--- src/lvd_pkg.sv ---
package lvd_pkg;
    localparam logic [15:0] LVC_ADDR      = 16'hFFBE;
    localparam logic [15:0] LVS_ADDR      = 16'hFFBF;
    localparam logic [15:0] P12D_ADDR     = 16'hFF2C;
    localparam logic [7:0]  LVC_RESET     = 8'h00;
    localparam logic [7:0]  LVS_RESET     = 8'h00;
    localparam logic [7:0]  P12D_RESET    = 8'hFF;
    localparam int          EN_BIT        = 7;
    localparam int          SRC_BIT       = 2;
    localparam int          MODE_BIT      = 1;
    localparam int          FLAG_BIT      = 0;
    localparam int          LEVEL_BIT     = 0;
    localparam int          CLK_MHZ       = 100;
    localparam int          FILTER_US     = 200;
    localparam int          FILTER_CYC    = FILTER_US * CLK_MHZ;
    localparam int          STABLE_US     = 10;
    localparam int          STABLE_CYC    = STABLE_US * CLK_MHZ;
endpackage

--- src/lvd_filter_if.sv ---
`timescale 1ns/1ns
interface lvd_filter_if;
    logic raw_below;
    logic enable;
    logic below;
    modport filt (input raw_below, input enable, output below);
    modport ctrl (output raw_below, output enable, input below);
endinterface

--- src/lvd_filter.sv ---
`timescale 1ns/1ns
module lvd_filter
    import lvd_pkg::*;
(
    input  wire logic mclk_i,
    input  wire logic reset_i,
    lvd_filter_if.filt f
);
    logic [14:0] cnt_r;
    logic [14:0] cnt_nxt;
    logic        below_r;
    logic        below_nxt;

    assign f.below = below_r;

    // [RULE6] glitch filter: low must persist 200 us before the flag sets
    always_comb begin
        cnt_nxt   = cnt_r;
        below_nxt = below_r;
        if (!f.enable || !f.raw_below) begin
            cnt_nxt   = '0;
            below_nxt = 1'b0;
        end else if (cnt_r < 15'(FILTER_CYC - 1)) begin
            cnt_nxt = cnt_r + 15'h1;
        end else begin
            below_nxt = 1'b1;
        end
    end

    always_ff @(posedge mclk_i) begin
        if (reset_i) begin
            cnt_r   <= '0;
            below_r <= 1'b0;
        end else begin
            cnt_r   <= cnt_nxt;
            below_r <= below_nxt;
        end
    end

    a_filter_short_pulse: assert property (@(posedge mclk_i) // [RULE6]
        disable iff (reset_i) $rose(below_r) |-> cnt_r == 15'(FILTER_CYC - 1))
        else $error("flag set before filter time");
endmodule // lvd_filter

--- src/low_voltage_detector_control.sv ---
`timescale 1ns/1ns
// Functional notes
// [RULE1] non-detector reset clears control to 00H; detector reset keeps it
// [RULE2] control: enable b7, source b2, mode b1, flag b0, b6..b3 zero
// [RULE3] flag reads 1 only while enabled and selected voltage is below
// [RULE4] enable 0 disables detection; enable 1 starts the comparator
// [RULE5] software waits 10 us after enabling before trusting the flag
// [RULE6] flag sets only after the low level lasts 200 us
// [RULE7] source 0 compares supply, source 1 compares external pin
// [RULE8] reset mode holds internal reset while below, releases when above
// [RULE9] interrupt mode raises interrupt on falling and rising crossings
// [RULE10] clearing enable while below in interrupt mode raises interrupt
// [RULE11] software stops detection by writing 00H or clearing enable
// [RULE12] external source uses fixed threshold, ignores level select
// [RULE13] level select bit 0 picks supply threshold; bits 7..1 zero
// [RULE14] level select survives detector reset, else cleared to 00H
// [RULE15] software leaves level select alone while detection is enabled
// [RULE16] software sets port 12 pin 0 to input to use external pin
// [RULE17] every reset sets port 12 direction to FFH
// [RULE18] direction 0 drives pins 0..2 out, 1 turns buffer off
// [RULE19] detector reset sets the detector reset cause flag
// [RULE20] any reset sets the detector interrupt mask flag
// [RULE21] comparator outputs pass a two-stage synchroniser first
// [RULE22] each synchronised crossing gives one interrupt pulse; code pulses only on filtered crossings, none for lows under 200 us
module low_voltage_detector_control
    import lvd_pkg::*;
(
    input  wire logic       mclk_i,
    input  wire logic       reset_i,
    input  wire logic       det_reset_i,
    input  wire logic [15:0] addr_i,
    input  wire logic [7:0] wdata_i,
    input  wire logic       wr_i,
    output logic      [7:0] rdata_o,
    input  wire logic       supply_below_i,
    input  wire logic       ext_below_i,
    output logic            comparator_on_o,
    output logic            source_select_o,
    output logic            level_choice_o,
    output logic            det_reset_o,
    output logic            detector_interrupt_o,
    output logic            detector_reset_cause_o,
    output logic            detector_irq_mask_set_o,
    output logic      [2:0] port12_out_enable_o
);
    logic       en_r, en_nxt;
    logic       src_r, src_nxt;
    logic       mode_r, mode_nxt;
    logic       lvl_r, lvl_nxt;
    logic [7:0] dir_r, dir_nxt;
    logic [1:0] sup_sync_r, ext_sync_r;
    logic       sel_prev_r, sel_prev_nxt;
    logic       irq_r, irq_nxt;
    logic       rst_r, rst_nxt;
    logic       cause_r, cause_nxt;
    logic       mask_r, mask_nxt;
    logic [7:0] rdata_r, rdata_nxt;
    logic       lvl_out_r, lvl_out_nxt;
    logic [2:0] oe_r, oe_nxt;
    logic       sel_below;
    logic       any_reset;

    lvd_filter_if fif ();

    assign any_reset = reset_i | det_reset_i;

    // [RULE7] source mux after synchronising both comparators
    assign sel_below      = src_r ? ext_sync_r[1] : sup_sync_r[1];
    assign fif.raw_below  = sel_below;
    // [RULE4] detection runs only while enabled
    assign fif.enable     = en_r;

    lvd_filter u_filter (
        .mclk_i  (mclk_i),
        .reset_i (any_reset),
        .f       (fif.filt)
    );

    // [RULE21] two-flop synchronisers, first stage read only by second
    always_ff @(posedge mclk_i) begin
        sup_sync_r <= {sup_sync_r[0], supply_below_i};
        ext_sync_r <= {ext_sync_r[0], ext_below_i};
    end

    always_comb begin
        en_nxt       = en_r;
        src_nxt      = src_r;
        mode_nxt     = mode_r;
        lvl_nxt      = lvl_r;
        dir_nxt      = dir_r;
        sel_prev_nxt = fif.below;
        irq_nxt      = 1'b0;
        rst_nxt      = 1'b0;
        cause_nxt    = 1'b0;
        mask_nxt     = 1'b0;
        if (wr_i && addr_i == LVC_ADDR) begin
            en_nxt   = wdata_i[EN_BIT];
            src_nxt  = wdata_i[SRC_BIT];
            mode_nxt = wdata_i[MODE_BIT];
        end
        // [RULE13] only bit 0 is stored
        if (wr_i && addr_i == LVS_ADDR) lvl_nxt = wdata_i[LEVEL_BIT];
        if (wr_i && addr_i == P12D_ADDR) dir_nxt = wdata_i;
        // [RULE12] threshold choice is moot on external source
        lvl_out_nxt = lvl_nxt & ~src_nxt;
        // [RULE18] buffer on when direction bit is 0
        oe_nxt = ~dir_nxt[2:0];
        // [RULE8] reset held while filtered level is below
        rst_nxt = en_r && mode_r && fif.below;
        // [RULE9] [RULE22] one pulse per filtered crossing, irq mode
        if (en_r && !mode_r && fif.below != sel_prev_r) irq_nxt = 1'b1;
        // [RULE10] disabling while below still signals
        if (!mode_r && en_r && fif.below && !en_nxt) irq_nxt = 1'b1;
        // [RULE19] mark detector as reset cause
        cause_nxt = det_reset_i;
        // [RULE20] mask on every reset
        mask_nxt = any_reset;
        // [RULE2] [RULE3] readback, unused bits zero
        rdata_nxt = 8'h00;
        if (addr_i == LVC_ADDR) begin
            rdata_nxt[EN_BIT]   = en_r;
            rdata_nxt[SRC_BIT]  = src_r;
            rdata_nxt[MODE_BIT] = mode_r;
            rdata_nxt[FLAG_BIT] = en_r & fif.below;
        end else if (addr_i == LVS_ADDR) begin
            rdata_nxt[LEVEL_BIT] = lvl_r;
        end else if (addr_i == P12D_ADDR) begin
            rdata_nxt = dir_r;
        end
    end

    always_ff @(posedge mclk_i) begin
        if (reset_i) begin
            // [RULE1] [RULE14] full clear on ordinary reset
            en_r   <= LVC_RESET[EN_BIT];
            src_r  <= LVC_RESET[SRC_BIT];
            mode_r <= LVC_RESET[MODE_BIT];
            lvl_r  <= LVS_RESET[LEVEL_BIT];
            lvl_out_r <= LVS_RESET[LEVEL_BIT] & ~LVC_RESET[SRC_BIT];
        end else begin
            en_r   <= det_reset_i ? en_r : en_nxt;
            src_r  <= det_reset_i ? src_r : src_nxt;
            mode_r <= det_reset_i ? mode_r : mode_nxt;
            lvl_r  <= det_reset_i ? lvl_r : lvl_nxt;
            lvl_out_r <= det_reset_i ? lvl_out_r : lvl_out_nxt;
        end
        // [RULE17] every reset restores all inputs
        if (any_reset) begin
            dir_r <= P12D_RESET;
            oe_r  <= ~P12D_RESET[2:0];
        end else begin
            dir_r <= dir_nxt;
            oe_r  <= oe_nxt;
        end
        if (any_reset) begin
            sel_prev_r <= 1'b0;
            irq_r      <= 1'b0;
            rst_r      <= 1'b0;
            rdata_r    <= 8'h00;
        end else begin
            sel_prev_r <= sel_prev_nxt;
            irq_r      <= irq_nxt;
            rst_r      <= rst_nxt;
            rdata_r    <= rdata_nxt;
        end
        if (reset_i) begin
            cause_r <= 1'b0;
            mask_r  <= 1'b1;
        end else begin
            cause_r <= cause_nxt;
            mask_r  <= mask_nxt;
        end
    end

    assign rdata_o                 = rdata_r;
    assign comparator_on_o         = en_r;
    assign source_select_o         = src_r;
    // [RULE12] registered so the threshold pick never glitches
    assign level_choice_o          = lvl_out_r;
    assign det_reset_o             = rst_r;
    assign detector_interrupt_o    = irq_r;
    assign detector_reset_cause_o  = cause_r;
    assign detector_irq_mask_set_o = mask_r;
    // [RULE18] registered copy of inverted direction bits
    assign port12_out_enable_o     = oe_r;

    a_reset_follows_level: assert property (@(posedge mclk_i) // [RULE8]
        disable iff (any_reset)
        (en_r && mode_r && fif.below) |=> rst_r)
        else $error("reset mode did not assert");
    a_irq_on_crossing: assert property (@(posedge mclk_i) // [RULE9]
        disable iff (any_reset)
        (en_r && !mode_r && $changed(fif.below)) |=> irq_r)
        else $error("crossing without interrupt");
    a_flag_zero_off: assert property (@(posedge mclk_i) // [RULE3]
        disable iff (any_reset)
        (!en_r && addr_i == LVC_ADDR) |=> !rdata_r[FLAG_BIT])
        else $error("flag set while disabled");
    a_dir_after_reset: assert property (@(posedge mclk_i) // [RULE17]
        any_reset |=> dir_r == P12D_RESET)
        else $error("direction not FFH after reset");
    a_mask_after_reset: assert property (@(posedge mclk_i) // [RULE20]
        any_reset |=> mask_r)
        else $error("mask not set by reset");
    a_cause_on_detreset: assert property (@(posedge mclk_i) // [RULE19]
        disable iff (reset_i) det_reset_i |=> cause_r)
        else $error("reset cause not set");
    a_keep_on_detreset: assert property (@(posedge mclk_i) // [RULE1]
        disable iff (reset_i) det_reset_i |=> $stable(en_r) && $stable(lvl_r))
        else $error("detector reset changed settings");
    a_level_ignored_ext: assert property (@(posedge mclk_i) // [RULE12]
        disable iff (any_reset) src_r |-> !level_choice_o)
        else $error("level used on external source");
    a_irq_on_disable: assert property (@(posedge mclk_i) // [RULE10]
        disable iff (any_reset)
        (en_r && !mode_r && fif.below && wr_i && addr_i == LVC_ADDR
            && !wdata_i[EN_BIT]) |=> irq_r)
        else $error("disable while below gave no interrupt");
    a_oe_follows_dir: assert property (@(posedge mclk_i) // [RULE18]
        disable iff (any_reset) port12_out_enable_o == ~dir_r[2:0])
        else $error("pin buffer does not follow direction");
    a_flag_readback: assert property (@(posedge mclk_i) // [RULE3]
        disable iff (any_reset)
        (en_r && addr_i == LVC_ADDR)
            |=> rdata_r[FLAG_BIT] == $past(fif.below))
        else $error("flag does not show filtered level");
    a_level_clear_reset: assert property (@(posedge mclk_i) // [RULE14]
        reset_i |=> !lvl_r && !level_choice_o)
        else $error("level select survived ordinary reset");
    a_cause_only_det: assert property (@(posedge mclk_i) // [RULE19]
        disable iff (reset_i) !det_reset_i |=> !cause_r)
        else $error("reset cause set without detector reset");
endmodule // low_voltage_detector_control

--- config.mk ---
export PLATFORM = sky130hd
export DESIGN_NAME = low_voltage_detector_control
export DESIGN_NICKNAME = d
export VERILOG_FILES = /design/src/lvd_pkg.sv /design/src/lvd_filter_if.sv /design/src/lvd_filter.sv /design/src/low_voltage_detector_control.sv
export SDC_FILE = /design/constraint.sdc
export NUM_CORES = 1
export LEC_CHECK = 0
export BUFFER_PORTS_ARGS = -buffer_cell sky130_fd_sc_hd__buf_2
export CAP_MARGIN = 15
export CORE_ASPECT_RATIO = 1.5
export CORE_MARGIN = 4
export CORE_UTILIZATION = 25
export CTS_CLUSTER_SIZE = 20
export DETAILED_ROUTE_END_ITERATION = 10
export GPL_TIMING_DRIVEN = 0
export SLEW_MARGIN = 10
export SYNTH_ARGS = -nofsm -noshare
export SYNTH_HDL_FRONTEND = slang
export SYNTH_SLANG_ARGS = --single-unit
--- constraint.sdc ---
create_clock -name mclk_i -period 3.7 [get_ports mclk_i]
set_input_delay 0.185 -clock mclk_i [delete_from_list [all_inputs] [get_ports mclk_i]]
set_output_delay 0.185 -clock mclk_i [all_outputs]
set_load 0.05 [all_outputs]
==> metrics.md, run 1 <==
| Metric | Value |
|---|---|
| Status | `finished clean` |
| Routed len/inst | `11.98 um` |
| Worst-Margin Slew | `0.5309 ns` |
| Cell Area, Synth | `0.001952 sq mm` |
| Final #Nets | `281` |
| Startpoint types | `flop` |
| Ys Warns | `0` |
| DP Wirelength | `3321 um` |
| Area leader, netlist | `dfxtp_1` |
| Top Ports | `48` |
| Number of antenna violations at the first check in global routing | `0` |
| CTS buffer count | `5` |
| Max VDD drop | `0.2334 mV` |
| Largest family of logic cells by synthesized area | `simple AND/OR/NAND/NOR gates` |
| Cells after Synth | `195` |
| Most frequent cell after synthesis | `dfxtp_1` |
| Width of the die | `80.15 um` |
| DRT iter0 DRCs | `30` |
| H-Tree Depth | `2` |
| Tmin final | `1.688 ns` |
| Maxcap violations | `0` |
| Post-synth ARST share | `0` |
| Commonest cells in the netlist | `dfxtp_1, nor2_1, nand2_1, mux2i_1` |
| Max-slew headroom | `0.6428` |
| Vias/cell | `4.459` |
| Diodes inserted | `0` |
| Synth top area cells | `dfxtp_1, mux2i_1, nor2_1` |
| Post-synthesis mux area share | `0.07821` |
| Die area | `0.009314 sq mm` |
| Post-Synth Simple-Gate Area | `0.2686` |
| Final setup viols | `0` |
| Syn avg cell area | `10.01 sq um` |
| Largest net degree at the start of global routing | `16` |
| Post-Synth XOR/XNOR Area | `0.05385` |
| CTS tree | `yes` |
| Area occupied by multi-input gates | `948.4 sq um` |
| Input/output buffers | `47` |
| CTS Sinks | `49` |
| Final Util | `0.3243` |
| Post-Synth Adder-Cell Area | `0.006410` |
| Critical path data arrival time | `1.84 ns` |
| Critical Path Sink Type | `flop` |
| Slew Viols, Final | `0` |
| Final hold violation count | `0` |
| # rows | `39` |
| Core area | `0.007612 sq mm` |
| Placer congestion estimate | `0.7981` |
| Critical Path Fanout Max | `3` |
| WS Path Type | `flop to flop` |
| Root buffer cell | `clkbuf_16` |
| Smallest hold slack | `0.009153 ns` |
| Reg area | `980.9 sq um` |
| CP required | `3.86 ns` |
| #FFs+latches synth | `49` |
| Synth unique cells | `41` |
| Post-Layout Cell Count | `353` |
| WL final | `4230 um` |
| Vias in the first global route | `1557` |
| Unrepaired setup endpoints after global routing | `no` |
| Clock slew at reported path FFs | `0.06 ns` |
| Syn nets | `226` |
| DR pass1 iterations | `4` |
| Power Density | `406.5 mW/mm^2` |
| Power, Total | `0.001003 W` |
| Setup Skew | `0.005043 ns` |
| Die height | `116.2 um` |
| Tcrit/Tclk final | `0.4561` |
| Drc violations | `0` |
| Global-route usage over all layers | `0.09534` |
| Grt ovf | `0` |
| Most common flop cell mapped by yosys | `dfxtp_1` |
| Synth top area share | `0.5026` |
| Synth Area in Compound Gates | `0.07885` |
| Antenna Violating Nets Remaining | `0` |
| Setup_tns | `0 ns` |
| Fmax | `592.6 MHz` |
| P_leak | `1.008 nW` |
| Worst min path class | `input pin to flop` |
| EDFF count, synth | `0` |
| Initial Util | `0.2564` |
| Post-synthesis sequential area ratio | `0.5026` |
| Filler cells | `820` |
| Layout cell share with drive strength beyond 1 | `0.2669` |
| Skew-Pair Late Insertion Delay | `0.28 ns` |
| Dpl cells | `344` |
| Via count | `1574` |
| First-pass GRT wire length | `6851 um` |
| Clk buf depth | `2` |
| P&R area growth vs syn | `26.47%` |
[cells in the final DEF, fill, tap and decap left out, types with 2 or more instances in the layout]
cell type / count
nand4_2: 2
a22oi_1: 3
nor4_2: 2
and2_1: 4
nand3_1: 5
and3_1: 5
nor4_4: 2
dfxtp_1: 49
nor3_1: 6
clkbuf_1: 4
nor2_1: 28
o21ai_0: 6
nand2_1: 18
nand4_1: 5
clkinvlp_4: 2
xnor2_1: 6
buf_2: 47
nor4_1: 4
clkbuf_16: 5
xor2_1: 6
mux2_2: 2
mux2i_1: 13
o211ai_1: 2
or3_1: 2
inv_1: 3
[worst max-delay path, stage by stage, from the launching register on]
cell and delay (ns):
dfxtp_1 0.37, ha_1 0.21, nand2_1 0.11, nor4_1 0.46, o211ai_1 0.20, xor2_1 0.17
nor2_1 0.05
[power breakdown]
group	internal [W]	switching [W]	leakage, nW
Clock	0.000250	0.000183	0.0631
Combinational	0.0000165	0.0000218	0.548
Sequential	0.000531	0.000000687	0.397
Total	0.000798	0.000206	1.01
[final cells by class]
| class | instances | area share |
|---|---|---|
| clock inverters | 2 | 0.006082 |
| repair buffers | 48 | 0.09934 |
| inverters | 3 | 0.004562 |
| flip-flops and latches | 49 | 0.3974 |
| plain buffers | 3 | 0.004562 |
| multi-input cells | 140 | 0.3842 |
| well taps | 102 | 0.05170 |
| clock buffers | 6 | 0.05220 |
[logic make-up after synthesis]
kind of cell,Yosys count
compound gates,21
xor+xnor,12
fa+ha+maj,1
buf+inv,6
flops,49
mux,15
simple gates,91
[layer usage]
layer	wire length, um	track usage	vias up
met4	84	0.05186	0
met5	0	0	-
li1	-	-	804
met2	2164	0.1737	42
met3	240	0.02546	6
met1	1741	0.09756	722
[stage by stage]
stage	setup slack (ns)	area (sq um)
after floorplan	1.995	1952
after global placement	1.951	2315
after detailed placement	1.940	2315
after CTS	2.021	2469
after global routing	1.847	2469
final	2.012	2469
[final timing paths]
kind                                                      from                         endpoint  slack, ns  cells past startpoint
worst min-delay path                            supply_below_i            sup_sync_r[0]$_DFF_P_      0.009                      1
worst max register to register  u_filter.cnt_r[0]$_SDFFE_PP0N_  u_filter.cnt_r[12]$_SDFFE_PP0N_       2.01                      6
worst max-delay path            u_filter.cnt_r[0]$_SDFFE_PP0N_  u_filter.cnt_r[12]$_SDFFE_PP0N_       2.01                      6
worst min register to register           ext_sync_r[0]$_DFF_P_            ext_sync_r[1]$_DFF_P_       0.33                      0
[sequential cells by signal, summed over array words and instances (netlist names)]
| signal | cells |
|---|---|
| source_select_o | 1 |
| sel_prev_r | 1 |
| u_filter.cnt_r | 15 |
| level_choice_o | 1 |
| lvl_r | 1 |
| u_filter.f.below | 1 |
| dir_r | 8 |
| mode_r | 1 |
| detector_reset_cause_o | 1 |
| detector_irq_mask_set_o | 1 |
| detector_interrupt_o | 1 |
| det_reset_o | 1 |
| port12_out_enable_o | 3 |
| ext_sync_r | 2 |
| sup_sync_r | 2 |
| rdata_o | 8 |
| comparator_on_o | 1 |
[repair_timing]
action / CTS / global route
setup buffers: 0 / 0
endpoints found under the hold margin: 1 / 0
hold buffers: 1 / 0
resized for setup: 0 / 0
Note: power is estimated with default switching activity, not from simulation.
==> inputs of run 2 (changes only) <==
==> constraint.sdc (replaced) <==
create_clock -name mclk_i -period 1.7 [get_ports mclk_i]
set_input_delay 0.085 -clock mclk_i [delete_from_list [all_inputs] [get_ports mclk_i]]
set_output_delay 0.085 -clock mclk_i [all_outputs]
set_load 0.05 [all_outputs]
==> run 2 against run 1 <==
  * Sequential cell count did not move
  * Core utilization rose by 0.67 points
  * Sequential share of layout area fell by 0.76 points
  * First-iteration DRC count rose by 110%
  * Final cell count rose by 0.28%
  * Clock skew fell by 0.0026 ns
  * Fmax rose by 7.9%
  * Total power rose by 140%
  * Count of clock-buffer cells in the layout did not move
  * Clock power rose to 2.6 times the previous value
  * Largest power group unchanged
==> metrics.md, run 2 (synthesized netlist as in run 1, its figures left out) <==
| Metric | Value |
|---|---|
| Status | `finished clean (unchanged)` |
| Worst min path class | `input pin to flop (unchanged)` |
| Setup Skew | `0.002398 ns (was 0.005043 ns)` |
| Most common cell after layout, fill and taps aside | `dfxtp_1 (unchanged)` |
| Reg-to-reg slack, setup | `0.14 ns (was 2.01 ns)` |
| Max VDD drop | `0.4481 mV (was 0.2334 mV)` |
| Largest net degree at the start of global routing | `16 (unchanged)` |
| Routed len/inst | `12.23 um (was 11.98 um)` |
| Worst r2r path cells | `5 (was 6)` |
| Antenna Violating Nets Remaining | `0 (unchanged)` |
| Startpoint types | `flop (unchanged)` |
| Worst hold stages | `3 (was 1)` |
| Initial Util | `0.2564 (unchanged)` |
| CP max stage delay | `0.44 ns (was 0.46 ns)` |
| Critical Path Sink Type | `flop (unchanged)` |
| Worst-Margin Slew | `0.5368 ns (was 0.5309 ns)` |
| Worst setup startpoint | `u_filter.cnt_r[3]$_SDFFE_PP0N_ (was u_filter.cnt_r[0]$_SDFFE_PP0N_)` |
| Critical Path Fanout Max | `7 (was 3)` |
| Drc violations | `0 (unchanged)` |
| CP required | `1.87 ns (was 3.86 ns)` |
| DRT iter0 DRCs | `64 (was 30)` |
| Reg area | `982.2 sq um (was 980.9 sq um)` |
| Max-slew headroom | `0.6389 (was 0.6428)` |
| Final #Nets | `282 (was 281)` |
| Top delay family on crit path | `simple AND/OR/NAND/NOR gates (unchanged)` |
| Clock slew at reported path FFs | `0.06 ns (about the same)` |
| Crit-path cells | `nand2_1 > o211a_1 > nor2_1 > mux2i_1 > nor2_1 (was ha_1 > nand2_1 > nor4_1 > o211ai_1 > xor2_1 > nor2_1)` |
| Reg with most FFs | `u_filter.cnt_r (unchanged)` |
| Layout cell share with drive strength beyond 1 | `0.2817 (was 0.2669)` |
| Critical path data arrival time | `1.73 ns (was 1.84 ns)` |
| R2R Path End | `u_filter.cnt_r[1]$_SDFFE_PP0N_ (was u_filter.cnt_r[12]$_SDFFE_PP0N_)` |
| Grt ovf | `0 (unchanged)` |
| DP Wirelength | `3388 um (was 3321 um)` |
| Fmax | `639.6 MHz (was 592.6 MHz)` |
| Final setup viols | `0 (unchanged)` |
| Die height | `116.2 um (unchanged)` |
| Input/output buffers | `47 (unchanged)` |
| RR Startpoint | `u_filter.cnt_r[3]$_SDFFE_PP0N_ (was u_filter.cnt_r[0]$_SDFFE_PP0N_)` |
| Root buffer cell | `clkbuf_16 (unchanged)` |
| Width of the die | `80.15 um (unchanged)` |
| Hold Crit Start | `wdata_i[6] (was supply_below_i)` |
| Buf/Inv on CP | `0 (unchanged)` |
| Global-route usage over all layers | `0.09487 (was 0.09534)` |
| WL final | `4329 um (was 4230 um)` |
| Slew Viols, Final | `0 (unchanged)` |
| Core area | `0.007612 sq mm (unchanged)` |
| Die area | `0.009314 sq mm (unchanged)` |
| DR pass1 iterations | `4 (unchanged)` |
| Skew-Pair Late Insertion Delay | `0.28 ns (about the same)` |
| P&R area growth vs syn | `29.10% (was 26.47%)` |
| Placer congestion estimate | `0.8339 (was 0.7981)` |
| Unrepaired setup endpoints after global routing | `no (unchanged)` |
| CTS Sinks | `49 (unchanged)` |
| Vias/cell | `4.412 (was 4.459)` |
| Slowest cell on the critical path | `dfxtp_1 (was nor4_1)` |
| Maxcap violations | `0 (unchanged)` |
| Diodes inserted | `0 (unchanged)` |
| CTS buffer count | `5 (unchanged)` |
| WS Path Type | `flop to flop (unchanged)` |
| Filler cells | `802 (was 820)` |
| Endpoint of the worst hold path | `dir_r[6]$_SDFFE_PP1P_ (was sup_sync_r[0]$_DFF_P_)` |
| Placement Cell Area | `0.002316 sq mm (was 0.002315 sq mm)` |
| Power Density | `944.4 mW/mm^2 (was 406.5 mW/mm^2)` |
| Top Ports | `48 (unchanged)` |
| Most frequent CP cell | `nor2_1` |
| Clk buf depth | `2 (unchanged)` |
| Vias in the first global route | `1482 (was 1557)` |
| CTS tree | `yes (unchanged)` |
| H-Tree Depth | `2 (unchanged)` |
| P_leak | `1.035 nW (was 1.008 nW)` |
| Setup_tns | `0 ns (unchanged)` |
| Commonest cells after routing, fill and taps aside | `dfxtp_1, buf_2, nor2_1 (unchanged)` |
| Number of antenna violations at the first check in global routing | `0 (unchanged)` |
| Area occupied by multi-input gates | `954.7 sq um (was 948.4 sq um)` |
| Max reg flops | `15 (unchanged)` |
| Tmin final | `1.563 ns (was 1.688 ns)` |
| Via count | `1562 (was 1574)` |
| First-pass GRT wire length | `6837 um (was 6851 um)` |
| Final hold violation count | `0 (unchanged)` |
| # rows | `39 (unchanged)` |
| Design area | `0.002520 sq mm (was 0.002469 sq mm)` |
| Tcrit/Tclk final | `0.9197 (was 0.4561)` |
==> run 2: changes by cell type in the layout (fill, tap and decap cells not counted), sizes merged <==
cell,before,now
dlygate4sd3,1,2
clkinvlp,2,1
bufinv,0,1
==> run 2: cell type report <==
class                           instances  area share
Buffer                                  3    0.004965
Clock buffer                            6     0.05511
Clock inverter                          2     0.01490
Inverter                                3    0.004469
Multi-Input combinational cell        140      0.3788
Sequential cell                        49      0.3898
Tap cell                              102     0.05065
Timing Repair Buffer                   49      0.1013
==> run 2: routing by layer <==
metal	track usage	wire (um)	vias up
met5	0	0	-
met4	0.04059	85	0
met3	0.02855	315	7
met2	0.1742	2223	46
met1	0.09852	1705	704
li1	-	-	805
==> run 2: worst max path at each step <==
stage | end | slack, ns | depth (start not counted)
after floorplan | u_filter.cnt_r[0]$_SDFFE_PP0N_ | 0.18 | 4
after global placement | u_filter.cnt_r[10]$_SDFFE_PP0N_ | 0.02 | 6
after detailed placement | u_filter.cnt_r[10]$_SDFFE_PP0N_ | 0.004 | 6
after CTS | u_filter.cnt_r[1]$_SDFFE_PP0N_ | 0.1 | 4
after global routing | u_filter.cnt_r[1]$_SDFFE_PP0N_ | 0.002 | 5
final | u_filter.cnt_r[1]$_SDFFE_PP0N_ | 0.14 | 5
==> run 2: what timing repair did <==
action	4_1_cts	5_1_grt
endpoints found under the hold margin	2	0
buffers inserted	0	0
resized for setup	1	2
hold buffers	2	0
endpoints found under the setup margin	2	9
==> run 2: power by group <==
group          internal (W)   total, W  leakage [nW]  switching, W
Combinational     0.0000375  0.0000861         0.555     0.0000486
Sequential          0.00116    0.00116         0.397    0.00000144
Clock              0.000733    0.00114        0.0831      0.000404
==> run 2: tightest hold or removal path, delay by kind of cell <==
kind	cells	cell delay, ns
buffers and inverters	1	0.07
multiplexers	1	0.05
AND/OR/NAND/NOR	1	0.05
==> run 2: per-stage QoR <==
| step | setup WS [ns] | utilization | hold slack (ns) | cells | total power (W) |
|---|---|---|---|---|---|
| finish | 0.1366 | 0.3310 | 0.01047 | 354 | 0.002380 |
| global route | 0.001596 | 0.3310 | 0.01298 | 354 | 0.002458 |
| CTS | 0.09734 | 0.3309 | 0.008618 | 354 | 0.002400 |
| detailed placement | 0.003836 | 0.3042 | 0.1887 | 344 | 0.001265 |
| global placement | 0.01974 | 0.3042 | 0.1918 | 344 | 0.001264 |
| floorplan | 0.1822 | - | 0.1127 | 195 | 0.001211 |
==> inputs of run 3 (changes only) <==
--- a/config.mk
+++ b/config.mk
@@ -5,6 +5,7 @@
 export SDC_FILE = /design/constraint.sdc
 export NUM_CORES = 1
 export LEC_CHECK = 0
+export ABC_AREA = 1
 export BUFFER_PORTS_ARGS = -buffer_cell sky130_fd_sc_hd__buf_2
 export CAP_MARGIN = 15
 export CORE_ASPECT_RATIO = 1.5
@@ -13,6 +14,7 @@
 export CTS_CLUSTER_SIZE = 20
 export DETAILED_ROUTE_END_ITERATION = 10
 export GPL_TIMING_DRIVEN = 0
+export MAX_ROUTING_LAYER = met4
 export SLEW_MARGIN = 10
 export SYNTH_ARGS = -nofsm -noshare
 export SYNTH_HDL_FRONTEND = slang
==> run 3 against run 2 <==
  * First-iteration DRC count rose by 31%
  * Sequential cell count is the same
  * Critical path depth rose by 2
  * Count of clock-buffer cells in the layout stayed put
  * Clock power hardly changed
  * Final cell count increased by 37%
  * Total power grew 0.18%
  * Synthesized cell count is 63% higher
  * Non-clock buffer count rose by 2
==> metrics.md, run 3 <==
| Metric | Value |
|---|---|
| Skew-Pair Late Insertion Delay | `0.29 ns (was 0.28 ns)` |
| Startpoint types | `flop (unchanged)` |
| DRT iter0 DRCs | `84 (was 64)` |
| Via count | `2050 (was 1562)` |
| P_leak | `1.266 nW (was 1.035 nW)` |
| Area leader, netlist | `dfxtp_1 (unchanged)` |
| CP required | `1.93 ns (was 1.87 ns)` |
| Reg area | `980.9 sq um (was 982.2 sq um)` |
| Critical Path Sink Type | `flop (unchanged)` |
| First-pass GRT wire length | `8818 um (was 6837 um)` |
| Clk buf depth | `2 (unchanged)` |
| Diodes inserted | `0 (unchanged)` |
| Synth top area share | `0.4289 (was 0.5026)` |
| CTS tree | `yes (unchanged)` |
| Critical Path Fanout Max | `5 (was 7)` |
| Power Density | `832.7 mW/mm^2 (was 944.4 mW/mm^2)` |
| # rows | `42 (was 39)` |
| EDFF count, synth | `0 (unchanged)` |
| Tcrit/Tclk final | `0.9262 (was 0.9197)` |
| Core area | `0.008881 sq mm (was 0.007612 sq mm)` |
| Clock slew at reported path FFs | `0.07 ns (was 0.06 ns)` |
| Cell Area, Synth | `0.002287 sq mm (was 0.001952 sq mm)` |
| Number of antenna violations at the first check in global routing | `0 (unchanged)` |
| Post-synth ARST share | `0 (unchanged)` |
| Commonest cells after routing, fill and taps aside | `nand2_1, dfxtp_1, buf_2 (was dfxtp_1, buf_2, nor2_1)` |
| Maxcap violations | `0 (unchanged)` |
| Top Ports | `48 (unchanged)` |
| Worst-Margin Slew | `0.4402 ns (was 0.5368 ns)` |
| Routed len/inst | `10.62 um (was 12.23 um)` |
| Cells after Synth | `317 (was 195)` |
| Antenna Violating Nets Remaining | `0 (unchanged)` |
| Die area | `0.01077 sq mm (was 0.009314 sq mm)` |
| CTS Sinks | `49 (unchanged)` |
| Synth top area cells | `dfxtp_1, nand2_1, nor2_1 (was dfxtp_1, mux2i_1, nor2_1)` |
| Status | `finished clean (unchanged)` |
| Vias/cell | `4.227 (was 4.412)` |
| Worst min path class | `input pin to flop (unchanged)` |
| Drc violations | `0 (unchanged)` |
| CTS buffer count | `5 (unchanged)` |
| Max-slew headroom | `0.7066 (was 0.6389)` |
| Filler cells | `931 (was 802)` |
| Fmax | `635.1 MHz (was 639.6 MHz)` |
| Slew Viols, Final | `0 (unchanged)` |
| Global-route usage over all layers | `0.1047 (was 0.09487)` |
| DP Wirelength | `3955 um (was 3388 um)` |
| Reg with most FFs | `u_filter.cnt_r (unchanged)` |
| Max VDD drop | `0.4924 mV (was 0.4481 mV)` |
| DR pass1 iterations | `4 (unchanged)` |
| Most frequent cell after synthesis | `nand2_1 (was dfxtp_1)` |
| P&R area growth vs syn | `25.16% (was 29.10%)` |
| Synth unique cells | `26 (was 41)` |
| Vias in the first global route | `2028 (was 1482)` |
| H-Tree Depth | `2 (unchanged)` |
| Die height | `125.1 um (was 116.2 um)` |
| Root buffer cell | `clkbuf_16 (unchanged)` |
| Grt ovf | `0 (unchanged)` |
| Most common cell after layout, fill and taps aside | `nand2_1 (was dfxtp_1)` |
| Placer congestion estimate | `0.8478 (was 0.8339)` |
| Commonest cells in the netlist | `nand2_1, dfxtp_1, nor2_1, inv_1, nand3_1 (was dfxtp_1, nor2_1, nand2_1, mux2i_1)` |
| Area occupied by multi-input gates | `0.001131 sq mm (was 954.7 sq um)` |
| Max reg flops | `15 (unchanged)` |
| Placement Cell Area | `0.002655 sq mm (was 0.002316 sq mm)` |
| WL final | `5150 um (was 4329 um)` |
| Final hold violation count | `0 (unchanged)` |
| Final Util | `0.3223 (was 0.3310)` |
| Syn nets | `348 (was 226)` |
| Tmin final | `1.575 ns (was 1.563 ns)` |
| Design area | `0.002863 sq mm (was 0.002520 sq mm)` |
| Syn avg cell area | `7.215 sq um (was 10.01 sq um)` |
| Final setup viols | `0 (unchanged)` |
| Initial Util | `0.2575 (was 0.2564)` |
| Final #Nets | `405 (was 282)` |
| Setup_tns | `0 ns (unchanged)` |
| #FFs+latches synth | `49 (unchanged)` |
| Critical path data arrival time | `1.80 ns (was 1.73 ns)` |
| Post-synthesis sequential area ratio | `0.4289 (was 0.5026)` |
| Largest net degree at the start of global routing | `16 (unchanged)` |
| WS Path Type | `flop to flop (unchanged)` |
| Ys Warns | `0 (unchanged)` |
| Input/output buffers | `46 (was 47)` |
| Setup Skew | `0.005632 ns (was 0.002398 ns)` |
| Most common flop cell mapped by yosys | `dfxtp_1 (unchanged)` |
| Layout cell share with drive strength beyond 1 | `0.2373 (was 0.2817)` |
| Width of the die | `86.10 um (was 80.15 um)` |
| Unrepaired setup endpoints after global routing | `no (unchanged)` |
## run 3: changes by cell type after synthesis, moves of 5 or more
cell	previous run	this run
a21oi_1	1	9
a21oi_2	1	8
and3_1	5	0
inv_1	3	33
inv_2	0	5
mux2i_1	13	0
nand2_1	18	93
nand2_2	0	10
nand3_1	5	27
nor2_1	28	41
xnor2_1	6	1
## run 3: power by group
| part | switching [W] | leakage, nW | internal [W] |
|---|---|---|---|
| logic | 0.0000519 | 0.788 | 0.0000399 |
| registers | 0.00000174 | 0.397 | 0.00115 |
| clock network | 0.000438 | 0.0810 | 0.000698 |
| total | 0.000491 | 1.27 | 0.00189 |
## run 3: final timing paths
kind,start,to,slack [ns],cells after the start
worst max-delay path,u_filter.cnt_r[0]$_SDFFE_PP0N_,u_filter.cnt_r[12]$_SDFFE_PP0N_,0.13,7
worst min register to register,ext_sync_r[0]$_DFF_P_,ext_sync_r[1]$_DFF_P_,0.33,0
worst max register to register,u_filter.cnt_r[0]$_SDFFE_PP0N_,u_filter.cnt_r[12]$_SDFFE_PP0N_,0.13,7
worst min-delay path,wdata_i[4],dir_r[4]$_SDFFE_PP1P_,0.006,3
## run 3: metal layers
layer | up-vias | track usage | routed length, um
li1 | 1098 | - | -
met1 | 898 | 0.1096 | 2159
met2 | 44 | 0.1781 | 2589
met3 | 10 | 0.02831 | 284
met4 | 0 | 0.05126 | 117
met5 | - | - | 0
## run 3: kinds of logic (layout without fill, tap and decap cells)
logic type	after synthesis	count (layout)	synth area share
DFF	49	49	0.4289
adders and majority gates	1	1	0.005470
and+or+nand+nor	188	188	0.3709
xor gates and xnor gates	11	11	0.04212
buffers and inverters	42	100	0.07659
AOI/OAI and AO/OA	26	26	0.07604
## run 3: cell type report
cell class / instances / share of cell area
multi-input cells: 226 / 0.3951
flip-flops and latches: 49 / 0.3427
repair buffers: 50 / 0.09353
inverters: 38 / 0.04983
well taps: 110 / 0.04808
clock buffers: 6 / 0.04502
clock inverters: 2 / 0.01355
plain buffers: 4 / 0.01224
## run 3: timing repair
action,4_1_cts,5_1_grt
endpoints found under the hold margin,3,0
endpoints found under the setup margin,0,2
hold buffers,3,0
setup buffers,0,1
resized for setup,0,1
## run 3: stage by stage
step                power, W  instances  hold WS (ns)  setup slack [ns]
floorplan           0.001221        317        0.1127            0.2638
global placement    0.001268        473        0.1881            0.1776
detailed placement  0.001268        473        0.1886            0.1343
CTS                 0.002420        484      0.002797            0.1192
global route        0.002464        485      0.007040          0.003700
finish              0.002384        485      0.005638            0.1255
## run 3: critical path, cell delays in order (launching register included)
cell	delay, ns
dfxtp_1	0.40
ha_1	0.21
nand2_1	0.08
nor2_1	0.33
nand3_1	0.14
xor2_1	0.14
nand2_1	0.09
a21oi_2	0.11
